--- src/logic/ssr_map.svh ---
`ifndef SSR_MAP_SVH
`define SSR_MAP_SVH

// register select codes in the low three bits of a loaded word
`define SSR_SEL_INT_NUMERATOR_VALUE    3'h0
`define SSR_SEL_MOD_PHASE   3'h1
`define SSR_SEL_REF_CP      3'h2
`define SSR_SEL_CLK_DIV     3'h3
`define SSR_SEL_OUT_BAND    3'h4
`define SSR_SEL_LOCK_PIN    3'h5

// field positions
`define SSR_INT_MSB         30
`define SSR_INT_LSB         15
`define SSR_NUMERATOR_VALUE_MSB        14
`define SSR_NUMERATOR_VALUE_LSB        3
`define SSR_PRESCALER_BIT   27
`define SSR_DBUF_EN_BIT     13
`define SSR_OUTDIV_MSB      22
`define SSR_OUTDIV_LSB      20

// shadowed field masks
`define SSR_MOD_PHASE_SHADOW 32'h07FFFFF8
`define SSR_REF_CP_SHADOW    32'h03FFDE00
`define SSR_OUT_BAND_SHADOW  32'h00700000

// reset values and limits
`define SSR_WORD_RESET      32'h00000000
`define SSR_INT_MIN_P45     16'h0017
`define SSR_INT_MIN_P89     16'h004B

`endif

--- src/logic/ssr_pkg.sv ---
package ssr_pkg;

  typedef logic [31:0] ssr_word_t;

  // the six active configuration words as the analog side sees them
  typedef struct packed {
    ssr_word_t lock_pin_mode_word;
    ssr_word_t output_band_select_word;
    ssr_word_t clock_divider_mode_word;
    ssr_word_t reference_charge_pump_word;
    ssr_word_t modulus_phase_word;
    ssr_word_t integer_fraction_word;
  } ssr_cfg_s;

  // filtered serial pin levels
  typedef struct packed {
    logic serial_clock;
    logic serial_data;
    logic load_strobe;
  } ssr_pins_s;

endpackage : ssr_pkg

--- src/logic/ssr_pin_sync.sv ---
`timescale 1ns/100ps
module ssr_pin_sync
  import ssr_pkg::*;
#(
  parameter int WIDTH = 3
)
(
  input  wire logic             clock,
  input  wire logic             rst_n,
  input  wire logic [WIDTH-1:0] pin_in,
  output logic      [WIDTH-1:0] level
);

  genvar g;
  generate
    for (g = 0; g < WIDTH; g++)
    begin : g_sync
      logic s1;
      logic s2;
      logic s3;
      always_ff @(posedge clock or negedge rst_n)
      begin
        if (!rst_n)
        begin
          s1 <= 1'h0;
          s2 <= 1'h0;
          s3 <= 1'h0;
          level[g] <= 1'h0;
        end
        else
        begin
          s1 <= pin_in[g];
          s2 <= s1;
          s3 <= s2;
          // accept a change only once two late stages agree
          if (s2 == s3)
            level[g] <= s3;
        end
      end
    end
  endgenerate

endmodule : ssr_pin_sync

--- src/logic/ssr_serial_bank.sv ---
// Summary of operation
// - A loaded word whose select bits are 000 is stored as the integer/fraction word.
// - The integer/fraction word carries a 16-bit whole-divide value in bits 30 down to 15.
// - The whole-divide value is presented as the integer part of the feedback division factor.
// - Shadowed fields wait in a stage after their own load and go active on the next integer/fraction load.
// - Output-divider select bits wait for an integer/fraction load only when bit 13 of the reference word is 1.
// - Serial data arrives MSB first and one bit enters the 32-bit shift register per serial clock rise.
// - A load strobe rise moves the shift register into the register chosen by bits 2 to 0.
// - Select codes 000 to 101 choose registers 0 to 5 in order.
`timescale 1ns/100ps
`include "ssr_map.svh"
module ssr_serial_bank
  import ssr_pkg::*;
(
  input  wire logic  clock,
  input  wire logic  rst_n,
  input  wire logic  serial_clock,
  input  wire logic  serial_data,
  input  wire logic  load_strobe,
  output ssr_cfg_s   cfg,
  output logic [15:0] whole_divide,
  output logic [11:0] numerator_value,
  output logic        int_numerator_value_loaded,
  output logic        divide_range_error
);

  function automatic logic sel_is(input logic [2:0] code, input logic [2:0] want);
    sel_is = (code == want);
  endfunction : sel_is

  ssr_pins_s   pins;
  logic [2:0]  pin_level;
  logic        sclk_q;
  logic        le_q;
  ssr_word_t   shift;
  ssr_word_t   stage_mod_phase;
  ssr_word_t   stage_ref_cp;
  ssr_word_t   stage_out_band;

  ssr_pin_sync #(
    .WIDTH (3)
  ) u_sync (
    .clock  (clock),
    .rst_n  (rst_n),
    .pin_in ({serial_clock, serial_data, load_strobe}),
    .level  (pin_level)
  );

  assign pins = pin_level;

  wire       sclk_rise = pins.serial_clock & ~sclk_q;
  wire       le_rise   = pins.load_strobe & ~le_q;
  wire [2:0] sel       = shift[2:0];
  wire       wr_r0     = le_rise & sel_is(sel, `SSR_SEL_INT_NUMERATOR_VALUE);
  wire       wr_r1     = le_rise & sel_is(sel, `SSR_SEL_MOD_PHASE);
  wire       wr_r2     = le_rise & sel_is(sel, `SSR_SEL_REF_CP);
  wire       wr_r3     = le_rise & sel_is(sel, `SSR_SEL_CLK_DIV);
  wire       wr_r4     = le_rise & sel_is(sel, `SSR_SEL_OUT_BAND);
  wire       wr_r5     = le_rise & sel_is(sel, `SSR_SEL_LOCK_PIN);
  wire [15:0] new_int  = shift[`SSR_INT_MSB:`SSR_INT_LSB];
  wire [31:0] out_mask = cfg.reference_charge_pump_word[`SSR_DBUF_EN_BIT] ?
                         `SSR_OUT_BAND_SHADOW : 32'h00000000;
  wire        p89      = cfg.modulus_phase_word[`SSR_PRESCALER_BIT];
  wire        int_bad  = p89 ? (new_int < `SSR_INT_MIN_P89) : (new_int < `SSR_INT_MIN_P45);

  // own write keeps shadowed bits, loads the rest at once
  wire [31:0] next_r1 = wr_r0 ? stage_mod_phase :
                        ((cfg.modulus_phase_word & `SSR_MOD_PHASE_SHADOW) |
                         (shift & ~`SSR_MOD_PHASE_SHADOW));
  wire [31:0] next_r2 = wr_r0 ? stage_ref_cp :
                        ((cfg.reference_charge_pump_word & `SSR_REF_CP_SHADOW) |
                         (shift & ~`SSR_REF_CP_SHADOW));
  wire [31:0] next_r4 = wr_r0 ? stage_out_band :
                        ((cfg.output_band_select_word & out_mask) | (shift & ~out_mask));

  always_ff @(posedge clock or negedge rst_n)
  begin
    if (!rst_n)
    begin
      sclk_q <= 1'h0;
      le_q   <= 1'h0;
      shift  <= `SSR_WORD_RESET;
    end
    else
    begin
      sclk_q <= pins.serial_clock;
      le_q   <= pins.load_strobe;
      if (sclk_rise)
        shift <= {shift[30:0], pins.serial_data};
    end
  end

  always_ff @(posedge clock or negedge rst_n)
  begin
    if (!rst_n)
    begin
      stage_mod_phase <= `SSR_WORD_RESET;
      stage_ref_cp    <= `SSR_WORD_RESET;
      stage_out_band  <= `SSR_WORD_RESET;
    end
    else
    begin
      if (wr_r1)
        stage_mod_phase <= shift;
      if (wr_r2)
        stage_ref_cp <= shift;
      if (wr_r4)
        stage_out_band <= shift;
    end
  end

  always_ff @(posedge clock or negedge rst_n)
  begin
    if (!rst_n)
    begin
      cfg                <= '0;
      whole_divide       <= 16'h0000;
      numerator_value    <= 12'h000;
      int_numerator_value_loaded    <= 1'h0;
      divide_range_error <= 1'h0;
    end
    else
    begin
      int_numerator_value_loaded <= wr_r0;
      if (wr_r0)
      begin
        cfg.integer_fraction_word <= shift;
        whole_divide              <= new_int;
        numerator_value           <= shift[`SSR_NUMERATOR_VALUE_MSB:`SSR_NUMERATOR_VALUE_LSB];
        divide_range_error        <= int_bad;
      end
      if (wr_r0 | wr_r1)
        cfg.modulus_phase_word <= next_r1;
      if (wr_r0 | wr_r2)
        cfg.reference_charge_pump_word <= next_r2;
      if (wr_r3)
        cfg.clock_divider_mode_word <= shift;
      if (wr_r0 | wr_r4)
        cfg.output_band_select_word <= next_r4;
      if (wr_r5)
        cfg.lock_pin_mode_word <= shift;
    end
  end

  property p_shift_in;
    @(posedge clock) disable iff (!rst_n)
    sclk_rise |=> shift == {$past(shift[30:0]), $past(pins.serial_data)};
  endproperty
  a_shift_in: assert property (p_shift_in) else $error("serial bit not shifted in");

  property p_int_load;
    @(posedge clock) disable iff (!rst_n)
    wr_r0 |=> whole_divide == $past(shift[30:15]) && cfg.integer_fraction_word == $past(shift);
  endproperty
  a_int_load: assert property (p_int_load) else $error("integer word not loaded");

  property p_int_mirror;
    @(posedge clock) disable iff (!rst_n)
    whole_divide == cfg.integer_fraction_word[30:15];
  endproperty
  a_int_mirror: assert property (p_int_mirror) else $error("divide value disagrees with word");

  property p_r1_hold;
    @(posedge clock) disable iff (!rst_n)
    wr_r1 |=> (cfg.modulus_phase_word & 32'h07FFFFF8) == $past(cfg.modulus_phase_word & 32'h07FFFFF8);
  endproperty
  a_r1_hold: assert property (p_r1_hold) else $error("shadowed field went active early");

  property p_r1_apply;
    @(posedge clock) disable iff (!rst_n)
    wr_r0 |=> cfg.modulus_phase_word == $past(stage_mod_phase);
  endproperty
  a_r1_apply: assert property (p_r1_apply) else $error("shadowed field not applied");

  property p_div_now;
    @(posedge clock) disable iff (!rst_n)
    wr_r4 && !cfg.reference_charge_pump_word[13] |=> cfg.output_band_select_word[22:20] == $past(shift[22:20]);
  endproperty
  a_div_now: assert property (p_div_now) else $error("divider select not immediate");

  property p_div_wait;
    @(posedge clock) disable iff (!rst_n)
    wr_r4 && cfg.reference_charge_pump_word[13] |=> $stable(cfg.output_band_select_word[22:20]);
  endproperty
  a_div_wait: assert property (p_div_wait) else $error("divider select not held");

  property p_direct_words;
    @(posedge clock) disable iff (!rst_n)
    wr_r3 |=> cfg.clock_divider_mode_word == $past(shift) && $stable(cfg.lock_pin_mode_word);
  endproperty
  a_direct_words: assert property (p_direct_words) else $error("register 3 routing wrong");

  property p_unmapped;
    @(posedge clock) disable iff (!rst_n)
    le_rise && sel > 3'h5 |=> $stable(cfg) && !int_numerator_value_loaded;
  endproperty
  a_unmapped: assert property (p_unmapped) else $error("unmapped code changed state");

  property p_load_pulse;
    @(posedge clock) disable iff (!rst_n)
    wr_r0 |=> int_numerator_value_loaded ##1 !int_numerator_value_loaded;
  endproperty
  a_load_pulse: assert property (p_load_pulse) else $error("load pulse wrong length");

  property p_range;
    @(posedge clock) disable iff (!rst_n)
    wr_r0 && !cfg.modulus_phase_word[27] && shift[30:15] < 16'h0017 |=> divide_range_error;
  endproperty
  a_range: assert property (p_range) else $error("low divide not flagged");

  property p_r2_hold;
    @(posedge clock) disable iff (!rst_n)
    wr_r2 |=> (cfg.reference_charge_pump_word & 32'h03FFDE00) ==
              $past(cfg.reference_charge_pump_word & 32'h03FFDE00);
  endproperty
  a_r2_hold: assert property (p_r2_hold) else $error("reference field went active early");

  property p_r24_apply;
    @(posedge clock) disable iff (!rst_n)
    wr_r0 |=> cfg.reference_charge_pump_word == $past(stage_ref_cp) &&
              cfg.output_band_select_word == $past(stage_out_band);
  endproperty
  a_r24_apply: assert property (p_r24_apply) else $error("staged words not applied");

  property p_range_both;
    @(posedge clock) disable iff (!rst_n)
    wr_r0 |=> divide_range_error ==
              ($past(shift[30:15]) < ($past(cfg.modulus_phase_word[27]) ? 16'h004B : 16'h0017));
  endproperty
  a_range_both: assert property (p_range_both) else $error("range flag wrong");

endmodule : ssr_serial_bank

--- config.mk ---
export PLATFORM = sky130hd
export DESIGN_NAME = ssr_serial_bank
export DESIGN_NICKNAME = d
export VERILOG_FILES = /design/src/logic/ssr_pkg.sv /design/src/logic/ssr_pin_sync.sv /design/src/logic/ssr_serial_bank.sv
export VERILOG_INCLUDE_DIRS = /design/src /design/src/logic
export SDC_FILE = /design/constraint.sdc
export NUM_CORES = 1
export LEC_CHECK = 0
export BUFFER_PORTS_ARGS = -buffer_cell sky130_fd_sc_hd__buf_2
export CELL_PAD_IN_SITES_DETAIL_PLACEMENT = 1
export CELL_PAD_IN_SITES_GLOBAL_PLACEMENT = 1
export CORE_AREA = 2 2 263 135
export DETAILED_ROUTE_END_ITERATION = 8
export DIE_AREA = 0 0 265 137
export GPL_TIMING_DRIVEN = 0
export PLACE_DENSITY = 0.79
export SYNTH_ARGS = -nofsm -noshare
export SYNTH_HDL_FRONTEND = slang
export SYNTH_SLANG_ARGS = --single-unit
--- constraint.sdc ---
create_clock -name clock -period 2.39 [get_ports clock]
set_clock_uncertainty 0.1 [all_clocks]
set_input_delay 0.1195 -clock clock [delete_from_list [all_inputs] [get_ports clock]]
set_output_delay 0.1195 -clock clock [all_outputs]
set_load 0.01 [all_outputs]
# Word-level counts from Yosys, hierarchy flattened

Index checks and enable logic that the tools add are counted.
W data, S select, Z words.

Register bits after elaboration: 364
Output and inout port bits: 222
Logic and storage cells: 63

Magnitude comparators: 2
Equal/unequal tests: 8
Multiplexer cells: 5
Bitwise operators: 19
Reduce and logical (&&, ||, !) cells: 1

Operator list:

| operator              | number |
|---|---|
| $mux W32              | 3 |
| $and A32 B23 Y32      | 1 |
| $and A32 B32 Y32      | 1 |
| $not A23 Y32          | 1 |
| $or A26 B32 Y32       | 1 |
| $or A27 B32 Y32       | 1 |
| $or A32 B32 Y32       | 1 |
| $mux W23              | 1 |
| $lt A16 B5 Y1 const B | 1 |
| $lt A16 B7 Y1 const B | 1 |
| $and A1 B1 Y1         | 8 |
| $eq A3 B2 Y1 const B  | 2 |
| $eq A3 B3 Y1 const B  | 2 |
| $eq A1 B1 Y1          | 3 |
| $eq A3 B1 Y1 const B  | 1 |
| $logic_not A3 Y1      | 1 |
| $or A1 B1 Y1          | 3 |
| $not A1 Y1            | 2 |
| $mux W1               | 1 |

# Logic depth before layout (Yosys ltp)

Word-level depth: 5
Depth in mapped cells: 6

# Cells and area by module

Synthesis repeated with hierarchy kept, for this count alone.

Cell total of the unflattened synthesis: 908
Area, all modules: 13252.7 µm²

By module, submodules not included:

| module          | instances | cells each | area an instance (µm²) | sequential area each (µm²) |
|---|---|---|---|---|
| ssr_serial_bank | 1         | 893        | 12918.6                | 8107.8 |
| ssr_pin_sync    | 1         | 15         | 334.1                  | 300.3 |

# Worst setup path after synthesis

OpenSTA, ideal clock, no wires.

Path kind: register to register
Start: register shift[1]
End: register cfg[27] (netlist name)
Setup time: 128 ps
Arrival: 1744 ps
Data required time: 2162 ps
Path slack: 419 ps
Cell stages (with the launch flop): 7
Cell sequence: dfrtp_1 buf_6 or4b_4 nor2_4 buf_6 buf_6 mux2_1

Longest elaborated chain between the ends: 2

Ends and longest elaborated chain:

| what                   | line                  | source |
|---|---|---|
| from (decl)            | ssr_serial_bank.sv:35 | `ssr_word_t shift;` |
| from (signal assigned) | ssr_serial_bank.sv:82 | `` shift <= `SSR_WORD_RESET; `` |
| from (signal assigned) | ssr_serial_bank.sv:89 | `shift <= {shift[30:0], pins.serial_data};` |
| $logic_not A3 Y1       | ssr_serial_bank.sv:28 | `sel_is = (code == want);` |
| $and A1 B1 Y1          | ssr_serial_bank.sv:54 | `` wire wr_r0 = le_rise & sel_is(sel, `SSR_SEL_INT_NUMERATOR_VALUE); `` |
| to (decl)              | ssr_serial_bank.sv:20 | `output ssr_cfg_s cfg,` |

Every way passes these cells.
A chain may end at the register's enable or synchronous reset.

# Final worst setup path

Start: register shift[1]
End: register cfg[80] (netlist name)

Longest elaborated chain between the ends: 3
Elaborated cells on any way between the ends: 6

Ends and longest elaborated chain:

| what                                             | line |
|---|---|
| $eq A3 B2 Y1 or $logic_not A3 Y1 (tied branches) | ssr_serial_bank.sv:28 |
| $and A1 B1 Y1, on equally long branches          | ssr_serial_bank.sv:56, ssr_serial_bank.sv:54 |
| $or A1 B1 Y1 or $mux W32 (tied branches)         | ssr_serial_bank.sv:134, ssr_serial_bank.sv:70 |

Parallel ways exist; a longest one is shown, timed or not.

==> summary.md <==
| Metric | Value |
|---|---|
| Commonest cells post-synth | 336 x dfrtp_1, 200 x mux2_2, 47 x nand2_1 |
| Antenna-violating nets left | 0 |
| Final setup violating endpoints | 0 |
| Unrepaired setup endpoints after global routing | false |
| Worst setup SP type | flop |
| Critical Path AT | 2.67 ns |
| Hold Crit Start | load_strobe |
| Clock transition at the registers of the reported paths | 0.07 ns |
| Hold Path Stages | 2 |
| Post-route minimum period | 2.34 ns |
| CP Class | reg -> reg |
| Setup Total Neg Slack | 0 ns |
| Number of global-route vias before repair | 8924 |
| Post-Synthesis Cell Area | 13100 sq um |
| Cells along the critical path | buf_6 > or4b_4 > nor2_4 > buf_6 > buf_6 > mux2_1 |
| CP top delay family | simple AND/OR/NAND/NOR gates |
| # H-tree levels | 1 |
| Mapped Nets | 916 |
| Critical Path Slowest Stage Cell | or4b_4 |
| Post-detail-place hpwl | 24.6 mm |
| Register area | 8410 sq um |
| TritonCTS clock tree | built |
| VDD IR max | 0.505 mV |
| Core footprint | 34000 sq um |
| Routed vias/inst | 5.00 |
| CP max FO | 10 |
| Max-cap violations | 0 |
| Slew headroom | 43.4% |
| Die area | 36300 sq um |
| DRC | 0 |
| First-iteration detailed-routing DRC count | 448 |
| Flop-to-flop setup slack | 0.05 ns |
| Clk sinks | 336 |
| Final Non-Filler Cells | 1648 |
| Routed vias | 8240 |
| Antenna violations before repair | 0 |
| Synthesized flop and latch total | 336 |
| Global-route usage over all layers | 19.7% |
| Netlist cell types | 45 |
| Min-Delay Endpoint | u_sync.g_sync[0].s1$_DFF_PN0_ |
| Routed wire length per instance | 21.4 microns |
| Slew @ Worst Pin | 0.848 ns |
| Global route overflow | 0 |
| Worst r2r src | shift[1]$_DFFE_PN0P_ |
| Critical Path Sink Type | flop |
| CP required | 2.72 ns |
| Global-route wire length before repair | 54.4 mm |
| Largest net degree at the start of global routing | 119 |
| Clock Tree Root | clkbuf_16 |
| Avg Inst Size Synth | 14.4 sq um |
| Multi-input gate area in the final layout | 4170 sq um |
| Fillers | 3508 |
| Num CTS Buffers | 31 |
| Row Count | 48 |
| Starting Density | 38.6% |
| Drt total wl | 35.3 mm |
| Synth top area share | 64.0% |
| 1st-pass router iterations | 4 |
| Hold Path Class | in -> reg |
| Routability cong. | 0.765 |
| Slew Limit Fails | 0 |
| Post-synth EDFFs | 0 |
| R2r endpoint | cfg[80]$_DFFE_PN0P_ |
| Core Util, Final | 47.0% |
| Final Cycle Share | 98.0% |
| Syn Inst Count | 911 |
| Ys async rst share | 100% |
| Pleak | 8.45 nW |
| P&R area growth vs syn | 21.6% |
| Die Span X | 265 microns |
| Run status | completed |
| Nets | 1182 |
| Crit path buf inv count | 3 |
| Yosys warnings | 0 |
| Cells after DPL | 1589 |
| Synth top area cells | dfrtp_1 64%, mux2_2 17%, mux2_1 3.8% |
| Synth area leader | dfrtp_1 |
| Max incr delay on CP | 0.56 ns |
| IO buf count | 226 |
| Dominant synthesized flop cell | dfrtp_1 |
| Hold Vio Cnt, Final | 0 |
| Most frequent CP cell | buf_6 |
| Chip height | 137 microns |
| Clk buf depth | 3 |
| Share of cells above drive strength 1 | 45.4% |
| Hold_ws | 0.110 ns |
| I/O pins | 227 |
| Worst skew pair latency | 0.56 ns |
| Fmax | 0.427 GHz |
| Reg2Reg Depth | 6 |
| Post-synthesis sequential area ratio | 64.0% |
| PD cells | 982 nW/um^2 |
| Top-count cell post-synth | dfrtp_1 |
routing by layer:
layer	global-route usage (%)	vias to the layer above	part of all wire [%]
met5	0	-	0
met4	2.92	0	1.2
met3	4.35	33	5.5
met2	30.9	156	45
met1	28.5	4362	48
li1	-	3689	-
metrics by stage:
stage	worst slack [ns]	total power [mW]	area [sq um]
2_1_floorplan	0.419	9.20	13100
3_3_place_gp	-5.37	10.6	14800
3_5_place_dp	-0.0926	10.8	14900
4_1_cts	0.0169	15.9	16000
5_1_grt	0.00700	16.5	16000
6_report	0.0483	15.7	16000
cells by family (layout without fill, tap and decap cells):
logic type / count (synthesis) / after routing / synth area share [%]
AO/OA/AOI/OAI: 80 / 80 / 3.50
adder cells (fa/ha/maj): 3 / 3 / 0.229
buffers and inverters: 103 / 389 / 4.43
flip-flops: 336 / 336 / 64.0
multiplexers: 275 / 275 / 23.3
other: 0 / 1 / 0
AND/OR/NAND/NOR: 114 / 114 / 4.57
worst max path at each step:
stage | from | to | cells past startpoint
floorplan | shift[1]$_DFFE_PN0P_ | cfg[27]$_DFFE_PN0N_ | 6
global placement | rst_n | cfg[115]$_DFFE_PN0P_ | 1
detailed placement | shift[1]$_DFFE_PN0P_ | stage_mod_phase[27]$_DFFE_PN0P_ | 5
CTS | shift[1]$_DFFE_PN0P_ | cfg[142]$_DFFE_PN0P_ | 6
global route | shift[1]$_DFFE_PN0P_ | cfg[80]$_DFFE_PN0P_ | 6
finish | shift[1]$_DFFE_PN0P_ | cfg[80]$_DFFE_PN0P_ | 6
flip-flops by register name, indices dropped and copies added (netlist names), named ones only:
signal and cells:
cfg 189, stage_mod_phase 32, u_sync.g_sync.s1 3, divide_range_error 1, u_sync.g_sync.s2 3, u_sync.level 3
u_sync.g_sync.s3 3, stage_out_band 32, shift 32, stage_ref_cp 32, int_numerator_value_loaded 1, le_q 1
sclk_q 1
final cells by class:
class / count / area share, %
timing repair buffer: 233 / 7.78
multi-input combinational: 472 / 26.1
buffer: 100 / 3.59
tap: 450 / 3.52
clock buffer: 42 / 5.43
sequential: 336 / 52.6
clock inverter: 11 / 0.846
inverter: 3 / 0.0705
antenna: 1 / 0.0157
placed cells by master, fill, tap and decap left out, types with 2 or more instances in the layout:
master	synthesis	routed
and2_1	6	6
buf_4	33	34
maj3_1	3	3
clkbuf_2	0	3
clkbuf_8	0	5
clkinvlp_4	0	2
a31oi_1	12	12
clkbuf_16	0	31
dfrtp_1	336	335
nor2_1	13	13
nand3_1	16	16
o21ai_1	4	4
a21oi_1	5	5
nand2_1	47	47
nand3b_1	2	2
nor2b_1	6	6
o21ai_0	46	46
o32ai_1	3	3
mux2_2	200	200
buf_2	15	240
buf_6	7	7
nand2b_1	9	9
inv_1	2	2
mux2_1	44	44
o31ai_1	4	4
buf_1	8	8
clkbuf_1	37	40
nand4_1	2	2
bufinv_16	0	3
nor4b_4	1	2
mux2i_1	31	31
clkinv_2	0	6
dlygate4sd3_1	0	4
buf_16	0	2
where the power goes:
group	internal, mW	total, mW	switching (mW)
Clock	2.85	4.99	2.15
Combinational	1.53	3.52	2.00
Sequential	6.57	7.18	0.611
Total	10.9	15.7	4.76
repair_timing:
| action | 4_1_cts | 5_1_grt |
|---|---|---|
| resized for setup | 3 | 7 |
| endpoints found under the hold margin | 111 | 0 |
| hold buffers | 4 | 0 |
| endpoints found under the setup margin | 28 | 37 |
| pin swaps | 0 | 1 |
| buffers inserted | 0 | 1 |
(Power assumes the default switching activity.)
